==> src/rtd_pkg.sv <==
// Constants, layouts and types of the periodic divider and modulation control
`default_nettype none
package rtd_pkg;
   // Register indexes and byte addresses
   localparam logic [7:0] RTD_IDX_PLL = 8'h3A;
   localparam logic [7:0] RTD_IDX_RTI = 8'h3B;
   localparam logic [7:0] RTD_IDX_CFG = 8'h3C;
   localparam logic [7:0] RTD_IDX_STAT = 8'h3D;
   localparam logic [9:0] RTD_ADDR_PLL = {RTD_IDX_PLL, 2'b00};
   localparam logic [9:0] RTD_ADDR_RTI = {RTD_IDX_RTI, 2'b00};
   localparam logic [9:0] RTD_ADDR_CFG = {RTD_IDX_CFG, 2'b00};
   localparam logic [9:0] RTD_ADDR_STAT = {RTD_IDX_STAT, 2'b00};
   // Field positions
   localparam int RTD_PLL_AMP_LSB = 4;
   localparam logic [7:0] RTD_PLL_MASK = 8'h30;
   localparam int RTD_CFG_SRC = 0;
   localparam int RTD_CFG_PLL_CLOCK_SELECT = 1;
   localparam int RTD_CFG_PSTOP = 2;
   localparam int RTD_CFG_PROTECTION_LOCK = 3;
   localparam int RTD_CFG_IRQEN = 4;
   localparam int RTD_STAT_FLAG = 0;
   localparam int RTD_STAT_LOCK = 1;
   localparam int RTD_STAT_OSCUP = 2;
   // Values after reset
   localparam logic [7:0] RTD_PLL_RESET = 8'h00;
   localparam logic [7:0] RTD_RTI_RESET = 8'h00;
   localparam logic [4:0] RTD_CFG_RESET = 5'h02;
   // Modulation rate divider: last count of the 16 reference edges per modulation step
   localparam logic [3:0] RTD_FM_DIV_LAST = 4'hF;
   // Binary prescale exponent base: code 1 gives 2^10
   localparam int RTD_BIN_BASE = 9;
   // Decimal prescale factors
   localparam logic [17:0] RTD_DEC_TAB [8] = '{
      18'd1000, 18'd2000, 18'd5000, 18'd10000,
      18'd20000, 18'd50000, 18'd100000, 18'd200000};
   // Pin input order
   localparam int RTD_PIN_REF = 0;
   localparam int RTD_PIN_OSC = 1;
   localparam int RTD_PIN_STOP = 2;
   localparam int RTD_PIN_OSCUP = 3;
   localparam int RTD_PIN_LOCK = 4;
   localparam int RTD_PINS = 5;

   typedef struct packed {
      logic dec;
      logic [2:0] rate;
      logic [3:0] modulus;
   } rtd_rti_t;

   typedef logic [1:0] rtd_amp_t;
endpackage
`default_nettype wire

==> src/rtd_top.sv <==
// Periodic interrupt divider and modulation control with APB registers
`default_nettype none
// Functional notes
// (RULE1) Modulation writes need lock off, PLL selected
// (RULE2) Accepted modulation write clears lock, osc-up
// (RULE3) Amplitude bits 5:4, rate reference/16
// (RULE4) Amplitude codes: off, 1, 2, 4 percent
// (RULE5) Software avoids modulation with adaptive filter
// (RULE6) Software keeps peak bus frequency legal
// (RULE7) Divider clocked by reference or oscillator
// (RULE8) Stop halts unless pseudo stop, oscillator
// (RULE9) Divider register accessible any time
// (RULE10) Divider write restarts timeout period
// (RULE11) Source select change restarts period
// (RULE12) Bit 7 picks binary or decimal
// (RULE13) Rate bits 6:4; binary zero is off
// (RULE14) Modulus bits 3:0 multiply by value+1
// (RULE15) Binary total is modulus times prescale
// (RULE16) Decimal factors 1000 up to 200000
// (RULE17) Enabled timeout flag raises interrupt
// (RULE18) Source select needs osc-up, cleared on loss
// (RULE19) Timeout sets flag, next period follows
// (RULE20) Unused modulation bits read zero
module rtd_top (
   // Clock and reset
   input wire logic clk,
   input wire logic srst,
   // APB slave
   input wire logic psel,
   input wire logic penable,
   input wire logic pwrite,
   input wire logic [9:0] paddr,
   input wire logic [31:0] pwdata,
   output logic [31:0] prdata,
   output logic pready,
   output logic pslverr,
   // Pins: ref clock, osc clock, stop, osc up, lock
   input wire logic internal_ref_clock,
   input wire logic crystal_osc_clock,
   input wire logic stop_mode,
   input wire logic osc_up_in,
   input wire logic pll_lock_in,
   // Modulation and interrupt outputs
   output rtd_pkg::rtd_amp_t fm_amplitude,
   output logic fm_step,
   output logic periodic_irq
);
   import rtd_pkg::*;

   ////////////////////////////////////////////////////////////////////
   // Pin synchronisers
   logic [RTD_PINS-1:0] pins;
   logic [RTD_PINS-1:0] sync1;
   logic [RTD_PINS-1:0] sync2;
   logic [RTD_PINS-1:0] sync3;
   assign pins = {pll_lock_in, osc_up_in, stop_mode, crystal_osc_clock, internal_ref_clock};

   genvar gi;
   generate
      for (gi = 0; gi < RTD_PINS; gi++) begin : g_sync
         always_ff @(posedge clk) begin
            if (srst) begin
               sync1[gi] <= 1'b0;
               sync2[gi] <= 1'b0;
               sync3[gi] <= 1'b0;
            end else begin
               sync1[gi] <= pins[gi];
               sync2[gi] <= sync1[gi];
               sync3[gi] <= sync2[gi];
            end
         end
      end
   endgenerate

   wire [RTD_PINS-1:0] rise = sync2 & ~sync3;
   wire [RTD_PINS-1:0] fall = ~sync2 & sync3;

   ////////////////////////////////////////////////////////////////////
   // Register state
   logic [7:0] pll_modulation_control;
   rtd_rti_t periodic_interrupt_divider_control;
   logic [4:0] cfg;
   logic periodic_timeout_flag;
   logic lock_status;
   logic osc_up_status;
   logic src_prev;

   ////////////////////////////////////////////////////////////////////
   // APB decode
   wire setup = psel & ~penable;
   wire access = psel & penable & pready;
   wire wr = access & pwrite;
   wire hit_pll = paddr == RTD_ADDR_PLL;
   wire hit_rti = paddr == RTD_ADDR_RTI;
   wire hit_cfg = paddr == RTD_ADDR_CFG;
   wire hit_stat = paddr == RTD_ADDR_STAT;
   wire mapped = hit_pll | hit_rti | hit_cfg | hit_stat;
   wire protection_lock = cfg[RTD_CFG_PROTECTION_LOCK];
   wire pll_clock_select = cfg[RTD_CFG_PLL_CLOCK_SELECT];
   wire periodic_src_select = cfg[RTD_CFG_SRC];
   wire pseudo_stop_select = cfg[RTD_CFG_PSTOP];
   wire periodic_irq_enable = cfg[RTD_CFG_IRQEN];
   wire pll_wr_try = wr & hit_pll;
   // (RULE1) Write gate
   wire pll_wr = pll_wr_try & ~protection_lock & pll_clock_select;
   // (RULE9) Always writable
   wire rti_wr = wr & hit_rti;
   wire cfg_wr = wr & hit_cfg;
   wire stat_wr = wr & hit_stat;

   logic [31:0] next_prdata;
   always_comb begin
      next_prdata = 32'h0000_0000;
      if (hit_pll) begin
         next_prdata[7:0] = pll_modulation_control;
      end else if (hit_rti) begin
         next_prdata[7:0] = periodic_interrupt_divider_control;
      end else if (hit_cfg) begin
         next_prdata[4:0] = cfg;
      end else if (hit_stat) begin
         next_prdata[2:0] = {osc_up_status, lock_status, periodic_timeout_flag};
      end
   end

   always_ff @(posedge clk) begin
      if (srst) begin
         pready <= 1'b0;
         pslverr <= 1'b0;
         prdata <= 32'h0000_0000;
      end else begin
         pready <= setup;
         pslverr <= setup & ~mapped;
         prdata <= setup ? next_prdata : 32'h0000_0000;
      end
   end

   ////////////////////////////////////////////////////////////////////
   // Modulation control register
   always_ff @(posedge clk) begin
      if (srst) begin
         pll_modulation_control <= RTD_PLL_RESET;
      end else if (pll_wr) begin
         // (RULE20) Unused bits held zero
         pll_modulation_control <= pwdata[7:0] & RTD_PLL_MASK;
      end
   end

   // (RULE3) Amplitude field drive
   // (RULE4) Code passed unchanged to the modulator
   wire rtd_amp_t amp = pll_modulation_control[RTD_PLL_AMP_LSB +: 2];
   logic [3:0] fm_div;
   always_ff @(posedge clk) begin
      if (srst) begin
         fm_amplitude <= 2'b00;
         fm_div <= 4'h0;
         fm_step <= 1'b0;
      end else begin
         fm_amplitude <= amp;
         fm_step <= (amp != 2'b00) & rise[RTD_PIN_REF] & (fm_div == RTD_FM_DIV_LAST);
         if (amp == 2'b00) begin
            fm_div <= 4'h0;
         end else if (rise[RTD_PIN_REF]) begin
            fm_div <= fm_div + 4'h1;
         end
      end
   end

   ////////////////////////////////////////////////////////////////////
   // Status and configuration
   always_ff @(posedge clk) begin
      if (srst) begin
         lock_status <= 1'b0;
         osc_up_status <= 1'b0;
      end else begin
         // (RULE2) Cleared by accepted write, set wins
         if (rise[RTD_PIN_LOCK]) begin
            lock_status <= 1'b1;
         end else if (pll_wr | fall[RTD_PIN_LOCK]) begin
            lock_status <= 1'b0;
         end
         if (rise[RTD_PIN_OSCUP]) begin
            osc_up_status <= 1'b1;
         end else if (pll_wr | fall[RTD_PIN_OSCUP]) begin
            osc_up_status <= 1'b0;
         end
      end
   end

   logic [4:0] next_cfg;
   always_comb begin
      next_cfg = cfg;
      if (cfg_wr) begin
         next_cfg = pwdata[4:0];
      end
      // (RULE18) Source select needs oscillator up
      if (!osc_up_status) begin
         next_cfg[RTD_CFG_SRC] = 1'b0;
      end else if (cfg_wr && pwdata[RTD_CFG_SRC] && !cfg[RTD_CFG_SRC]) begin
         next_cfg[RTD_CFG_SRC] = 1'b1;
      end
   end

   always_ff @(posedge clk) begin
      if (srst) begin
         cfg <= RTD_CFG_RESET;
         periodic_interrupt_divider_control <= RTD_RTI_RESET;
         src_prev <= 1'b0;
      end else begin
         cfg <= next_cfg;
         src_prev <= periodic_src_select;
         if (rti_wr) begin
            periodic_interrupt_divider_control <= pwdata[7:0];
         end
      end
   end

   ////////////////////////////////////////////////////////////////////
   // Periodic divider
   rtd_rti_t periodic_interrupt_timer;
   assign periodic_interrupt_timer = periodic_interrupt_divider_control;
   // (RULE7) Source clock edge
   wire src_edge = periodic_src_select ? rise[RTD_PIN_OSC] : rise[RTD_PIN_REF];
   // (RULE8) Halt in stop mode
   wire run = ~sync2[RTD_PIN_STOP] | (pseudo_stop_select & periodic_src_select);
   // (RULE13) Binary code zero disables
   wire div_on = periodic_interrupt_timer.dec | (periodic_interrupt_timer.rate != 3'b000);
   // (RULE11) Source change restart
   wire src_chg = src_prev != periodic_src_select;
   // (RULE10) Write restart
   wire restart = rti_wr | src_chg;
   // (RULE12) Binary or decimal prescale
   // (RULE16) Decimal factor table
   wire [4:0] bin_exp = 5'(RTD_BIN_BASE) + {2'b00, periodic_interrupt_timer.rate};
   wire [17:0] dec_last = RTD_DEC_TAB[periodic_interrupt_timer.rate] - 18'd1;
   wire [17:0] bin_last = 18'((18'd1 << bin_exp) - 18'd1);
   wire [17:0] pre_last = periodic_interrupt_timer.dec ? dec_last : bin_last;
   logic [17:0] presc;
   logic [3:0] mod_cnt;
   wire tick = src_edge & run & div_on & ~restart;
   wire pre_wrap = tick & (presc >= pre_last);
   // (RULE14) Modulus multiplies prescale
   // (RULE15) Total is product of both
   wire tc = pre_wrap & (mod_cnt >= periodic_interrupt_timer.modulus);

   always_ff @(posedge clk) begin
      if (srst) begin
         presc <= 18'd0;
         mod_cnt <= 4'h0;
      end else if (restart || !div_on) begin
         presc <= 18'd0;
         mod_cnt <= 4'h0;
      end else if (pre_wrap) begin
         // (RULE19) Next period begins at once
         presc <= 18'd0;
         mod_cnt <= tc ? 4'h0 : mod_cnt + 4'h1;
      end else if (tick) begin
         presc <= presc + 18'd1;
      end
   end

   always_ff @(posedge clk) begin
      if (srst) begin
         periodic_timeout_flag <= 1'b0;
         periodic_irq <= 1'b0;
      end else begin
         // (RULE19) Set wins over clear
         if (tc) begin
            periodic_timeout_flag <= 1'b1;
         end else if (stat_wr && pwdata[RTD_STAT_FLAG]) begin
            periodic_timeout_flag <= 1'b0;
         end
         // (RULE17) Interrupt request
         periodic_irq <= periodic_timeout_flag & periodic_irq_enable;
      end
   end
endmodule
`default_nettype wire

==> config.mk <==
export PLATFORM = sky130hd
export DESIGN_NAME = rtd_top
export DESIGN_NICKNAME = d
export VERILOG_FILES = /design/src/rtd_pkg.sv /design/src/rtd_top.sv
export SDC_FILE = /design/constraint.sdc
export NUM_CORES = 1
export LEC_CHECK = 0
export BUFFER_PORTS_ARGS = -buffer_cell sky130_fd_sc_hd__buf_2
export CAP_MARGIN = 20
export CORE_MARGIN = 5
export CORE_UTILIZATION = 49
export DETAILED_ROUTE_END_ITERATION = 10
export PLACE_DENSITY = 0.68
export SLEW_MARGIN = 20
export SYNTH_ARGS = -nofsm -noshare
export SYNTH_HDL_FRONTEND = slang
export SYNTH_SLANG_ARGS = --single-unit
export TNS_END_PERCENT = 20
==> constraint.sdc <==
create_clock -name clk -period 6.1 [get_ports clk]
set_clock_uncertainty 0.1 [all_clocks]
set_input_delay 0.61 -clock clk [delete_from_list [all_inputs] [get_ports clk]]
set_output_delay 0.61 -clock clk [all_outputs]
set_load 0.02 [all_outputs]
==> summary by stage <==
Place
The number of buffers inserted by port buffering is 41. Detailed placement ended at an HPWL of between 7 and 8 mm. The congestion estimate from routability-driven global placement came to 0.877. The instance area after placement is 0.00466 mm².

Drt
The number of routed nets with antenna violations is 0. The number of iterations in the first detailed-routing pass is 5. After detailed routing, the number of remaining DRC violations is 0.

The detailed router finished its first iteration with 183 violations. The detail-routed net length per standard cell is roughly 15 µm. The routed layout has approximately 4,000 vias. After detailed routing, the number of vias per cell comes to 5.74.

The sum of routed wire length over all layers is 10.4 mm.

GRT
The number of global-route vias before repair is 3,564. The number of antenna violations at the first check in global routing came to 0. For this run the aggregate overflow at the end of global routing stands at 0. The first global-routing pass estimated 17.1 mm of wire. Global routing used 18.4% of the available tracks across all layers. The largest net degree at the start of global routing is 39.

Timing
The total negative slack is 0 ns. Setup violations remaining at the end of the flow were counted as 0. Setup repair after global routing left no endpoint under its margin. The normalized max-slew margin is 49.5%. The final period demand of the worst path is 4.80 ns.

Static timing analysis puts the maximum clock frequency at ~210 MHz. The final hold violation count is 0. At the pin with the least slew margin, the transition time is approximately 0.76 ns.

The tightest hold path in the finished design has a slack of around 0.35 ns. The final critical path takes up between 70% and 80% of the cycle. The number of pins with negative max-slew slack in the final report is 0.

Worst setup path
The required time at the worst-slack endpoint is 6.25 ns. The number of cell instances on the worst register-to-register path is 15. In this run the worst path has a maximum fanout of 34.

The nature of the critical path endpoint is a flip-flop. At the worst endpoint, the arrival time is around 5.0 ns. The worst setup path is launched from a flip-flop. The category of the most critical setup path is reg2reg.

Synth
Summing the areas of all xor and xnor instances in the mapped netlist gives 3.66% of the synthesized area. Yosys mapped a number of flops with a built-in enable equal to 0. The register bit count reported by yosys is 73.

The mean instance size in the synthesized netlist is 8.47 µm². After Yosys synthesis, full adders, half adders and majority gates account for a little under a tenth of the synthesized area. Synthesis handed over a netlist of roughly 540 instances.

The number of unique standard cell types used by synthesis is 70. The proportion of synthesized flip-flops having asynchronous set or reset is 0%. The Yosys step of the flow raised 0 warnings. By area, the combinational part of the netlist is dominated by simple AND/OR/NAND/NOR gates. The cell area that synthesis handed to floorplanning was 0.00455 mm². The portion of netlist area occupied by mux cells is 5.86%. The area fraction in compound gates after synthesis is between 10% and 20%. The predominant post-synthesis flop cell is sky130_fd_sc_hd__dfxtp_1. Of the synthesized area, sequential elements account for between 30% and 40%. The post-synthesis share of cell area spent on and, or, nand and nor gates is between 20% and 30%.

Floorplan
In this run the vertical extent of the chip is approximately 110 µm. The floorplan has 35 rows. From left edge to right edge, the die measures 106 µm. 90 I/O pins were placed. The initial standard-cell utilization of the core is roughly 50%. The overall die area is 0.0113 mm². The core region is 0.00915 mm².

Status
The run finished with clean final reports.

CTS
After clock tree synthesis, the clock-pin slew on the worst setup and hold paths is 0.09 ns. The hold buffer count at cts is 0. Counting along the longest clock path gives a buffer depth of 2. The number of clock buffers inserted by TritonCTS is 9. Clock tree synthesis found a total of 73 sinks. The TritonCTS clock tree is built. The buffer cell driving the clock tree root is sky130_fd_sc_hd__clkbuf_8. CTS built an H-tree with a depth of 3.

The later-pin clock latency in the skew report is around 0.36 ns. Post-CTS timing repair inserted 0 buffers for setup. The number of gates resized after CTS was 0.

Layout
The diode insertion count for antenna repair is 0. Leaving out fill and tap cells, the most frequent cell in the layout is sky130_fd_sc_hd__dfxtp_1. The post-route netlist has ~14% of its cells at a drive strength greater than 1. The final net count is 649. The area used by multi-input combinational logic is 0.00279 mm². The number of fill cells is between 800 and 900. After routing the design area is between 0.004 and 0.005 mm².

In the layout the commonest cells are sky130_fd_sc_hd__dfxtp_1, sky130_fd_sc_hd__nor2_1, sky130_fd_sc_hd__nand2_1. Registers take 0.00146 mm². The area overhead of the layout relative to synthesis is 6.69%.

Power
The worst voltage drop across the vdd grid is around 160 µV. For this design the ratio of total power to cell area is between 150 and 200 mW/mm². Summed over all cells, the static leakage comes to ~2.0 nW.

Hold path
The number of stages on the worst hold path is 1. The min-delay analysis places its worst path in the category reg2reg.

Flow run
The number of max-capacitance violations reported is 0.
==> cell usage after synthesis (4+ instances only) <==
library cell               instances  area share [%]
sky130_fd_sc_hd__a21o_1            7             1.2
sky130_fd_sc_hd__a21oi_1          28             3.1
sky130_fd_sc_hd__a221o_1           4            0.88
sky130_fd_sc_hd__a22oi_1           6            0.99
sky130_fd_sc_hd__a32oi_1           4            0.77
sky130_fd_sc_hd__and3_1            7            0.96
sky130_fd_sc_hd__buf_2             8            0.88
sky130_fd_sc_hd__buf_4            26             4.3
sky130_fd_sc_hd__buf_6             4            0.99
sky130_fd_sc_hd__clkbuf_1         12            0.99
sky130_fd_sc_hd__dfxtp_1          73              32
sky130_fd_sc_hd__ha_1             34             9.4
sky130_fd_sc_hd__inv_1            12            0.99
sky130_fd_sc_hd__mux2_2            5             1.2
sky130_fd_sc_hd__mux2i_1          21             4.6
sky130_fd_sc_hd__nand2_1          46             3.8
sky130_fd_sc_hd__nand2b_1          8             1.1
sky130_fd_sc_hd__nand3_1          34             3.7
sky130_fd_sc_hd__nand4_1          14             1.9
sky130_fd_sc_hd__nand4b_1          5            0.96
sky130_fd_sc_hd__nor2_1           52             4.3
sky130_fd_sc_hd__nor2b_1          20             2.8
sky130_fd_sc_hd__nor3_1           16             1.8
sky130_fd_sc_hd__o21ai_0          10             1.1
sky130_fd_sc_hd__xnor2_1          11             2.1
sky130_fd_sc_hd__xor2_1            8             1.5
==> sequential cells by signal, summed over array words and instances, names as in the netlist, 4 cells and up <==
| signal | cells |
|---|---|
| presc | 18 |
| periodic_interrupt_divider_control | 8 |
| prdata | 8 |
| cfg | 5 |
| sync1 | 5 |
| sync2 | 5 |
| fm_div | 4 |
| mod_cnt | 4 |
| sync3 | 4 |
==> per-stage QoR <==
step	instances	power, mW	util [%]	setup WS, ns
after global placement	663	0.532	51.0	1.43
final	679	0.879	53.0	1.30
after floorplan	560	0.532	-	1.99
after global routing	679	0.915	53.0	0.854
after detailed placement	663	0.533	51.0	1.32
after CTS	679	0.891	53.0	1.30
==> path summary, 6_finish.rpt <==
kind,to,slack (ns),startpoint
worst max-delay path,periodic_timeout_flag,1.30,periodic_interrupt_divider_control[4]
worst min-delay path,sync2[4],0.35,sync1[4]
worst max register to register,periodic_timeout_flag,1.30,periodic_interrupt_divider_control[4]
worst min register to register,sync2[4],0.35,sync1[4]
==> layout make-up <==
type | instances | share of cell area, %
clock inverter | 7 | 1.32
inverter | 14 | 1.08
multi-input combinational | 422 | 57.5
tap | 111 | 2.86
clock buffer | 9 | 2.55
timing repair buffer | 43 | 4.54
sequential | 73 | 30.1
==> where the power goes <==
| part | leakage [nW] | internal, mW | switching, mW |
|---|---|---|---|
| logic | 1.33 | 0.0120 | 0.0271 |
| clock network | 0.0895 | 0.155 | 0.202 |
| registers | 0.591 | 0.481 | 0.00179 |
==> worst max-delay path, stage by stage (launching register included) <==
cell and delay [ns]:
sky130_fd_sc_hd__dfxtp_1 0.63, sky130_fd_sc_hd__inv_1 0.23, sky130_fd_sc_hd__ha_1 0.45, sky130_fd_sc_hd__or4_4 0.59
sky130_fd_sc_hd__a21boi_1 0.32, sky130_fd_sc_hd__nand3_1 0.22, sky130_fd_sc_hd__nor3_1 0.28, sky130_fd_sc_hd__xor2_1 0.18
sky130_fd_sc_hd__ha_1 0.28, sky130_fd_sc_hd__a21oi_1 0.13, sky130_fd_sc_hd__o21ai_0 0.11, sky130_fd_sc_hd__a21o_1 0.17
sky130_fd_sc_hd__a311oi_2 0.23, sky130_fd_sc_hd__buf_4 0.35, sky130_fd_sc_hd__nor2_1 0.18, sky130_fd_sc_hd__a32o_1 0.25
==> routing by layer <==
metal	GRT usage, %	vias to the layer above	routed length [µm]
met5	0	-	0
met4	4.72	0	90
met3	3.89	10	537
met2	31.0	115	5060
met1	23.9	1836	4670
li1	-	1934	-
==> cells by family after synthesis <==
group / after synthesis
AO/OA/AOI/OAI: 89
XOR/XNOR: 19
adder cells (fa/ha/maj): 34
buffers and inverters: 65
flip-flops: 73
multiplexers: 26
other: 1
AND/OR/NAND/NOR: 230
Power figures use the tool's default switching activity.
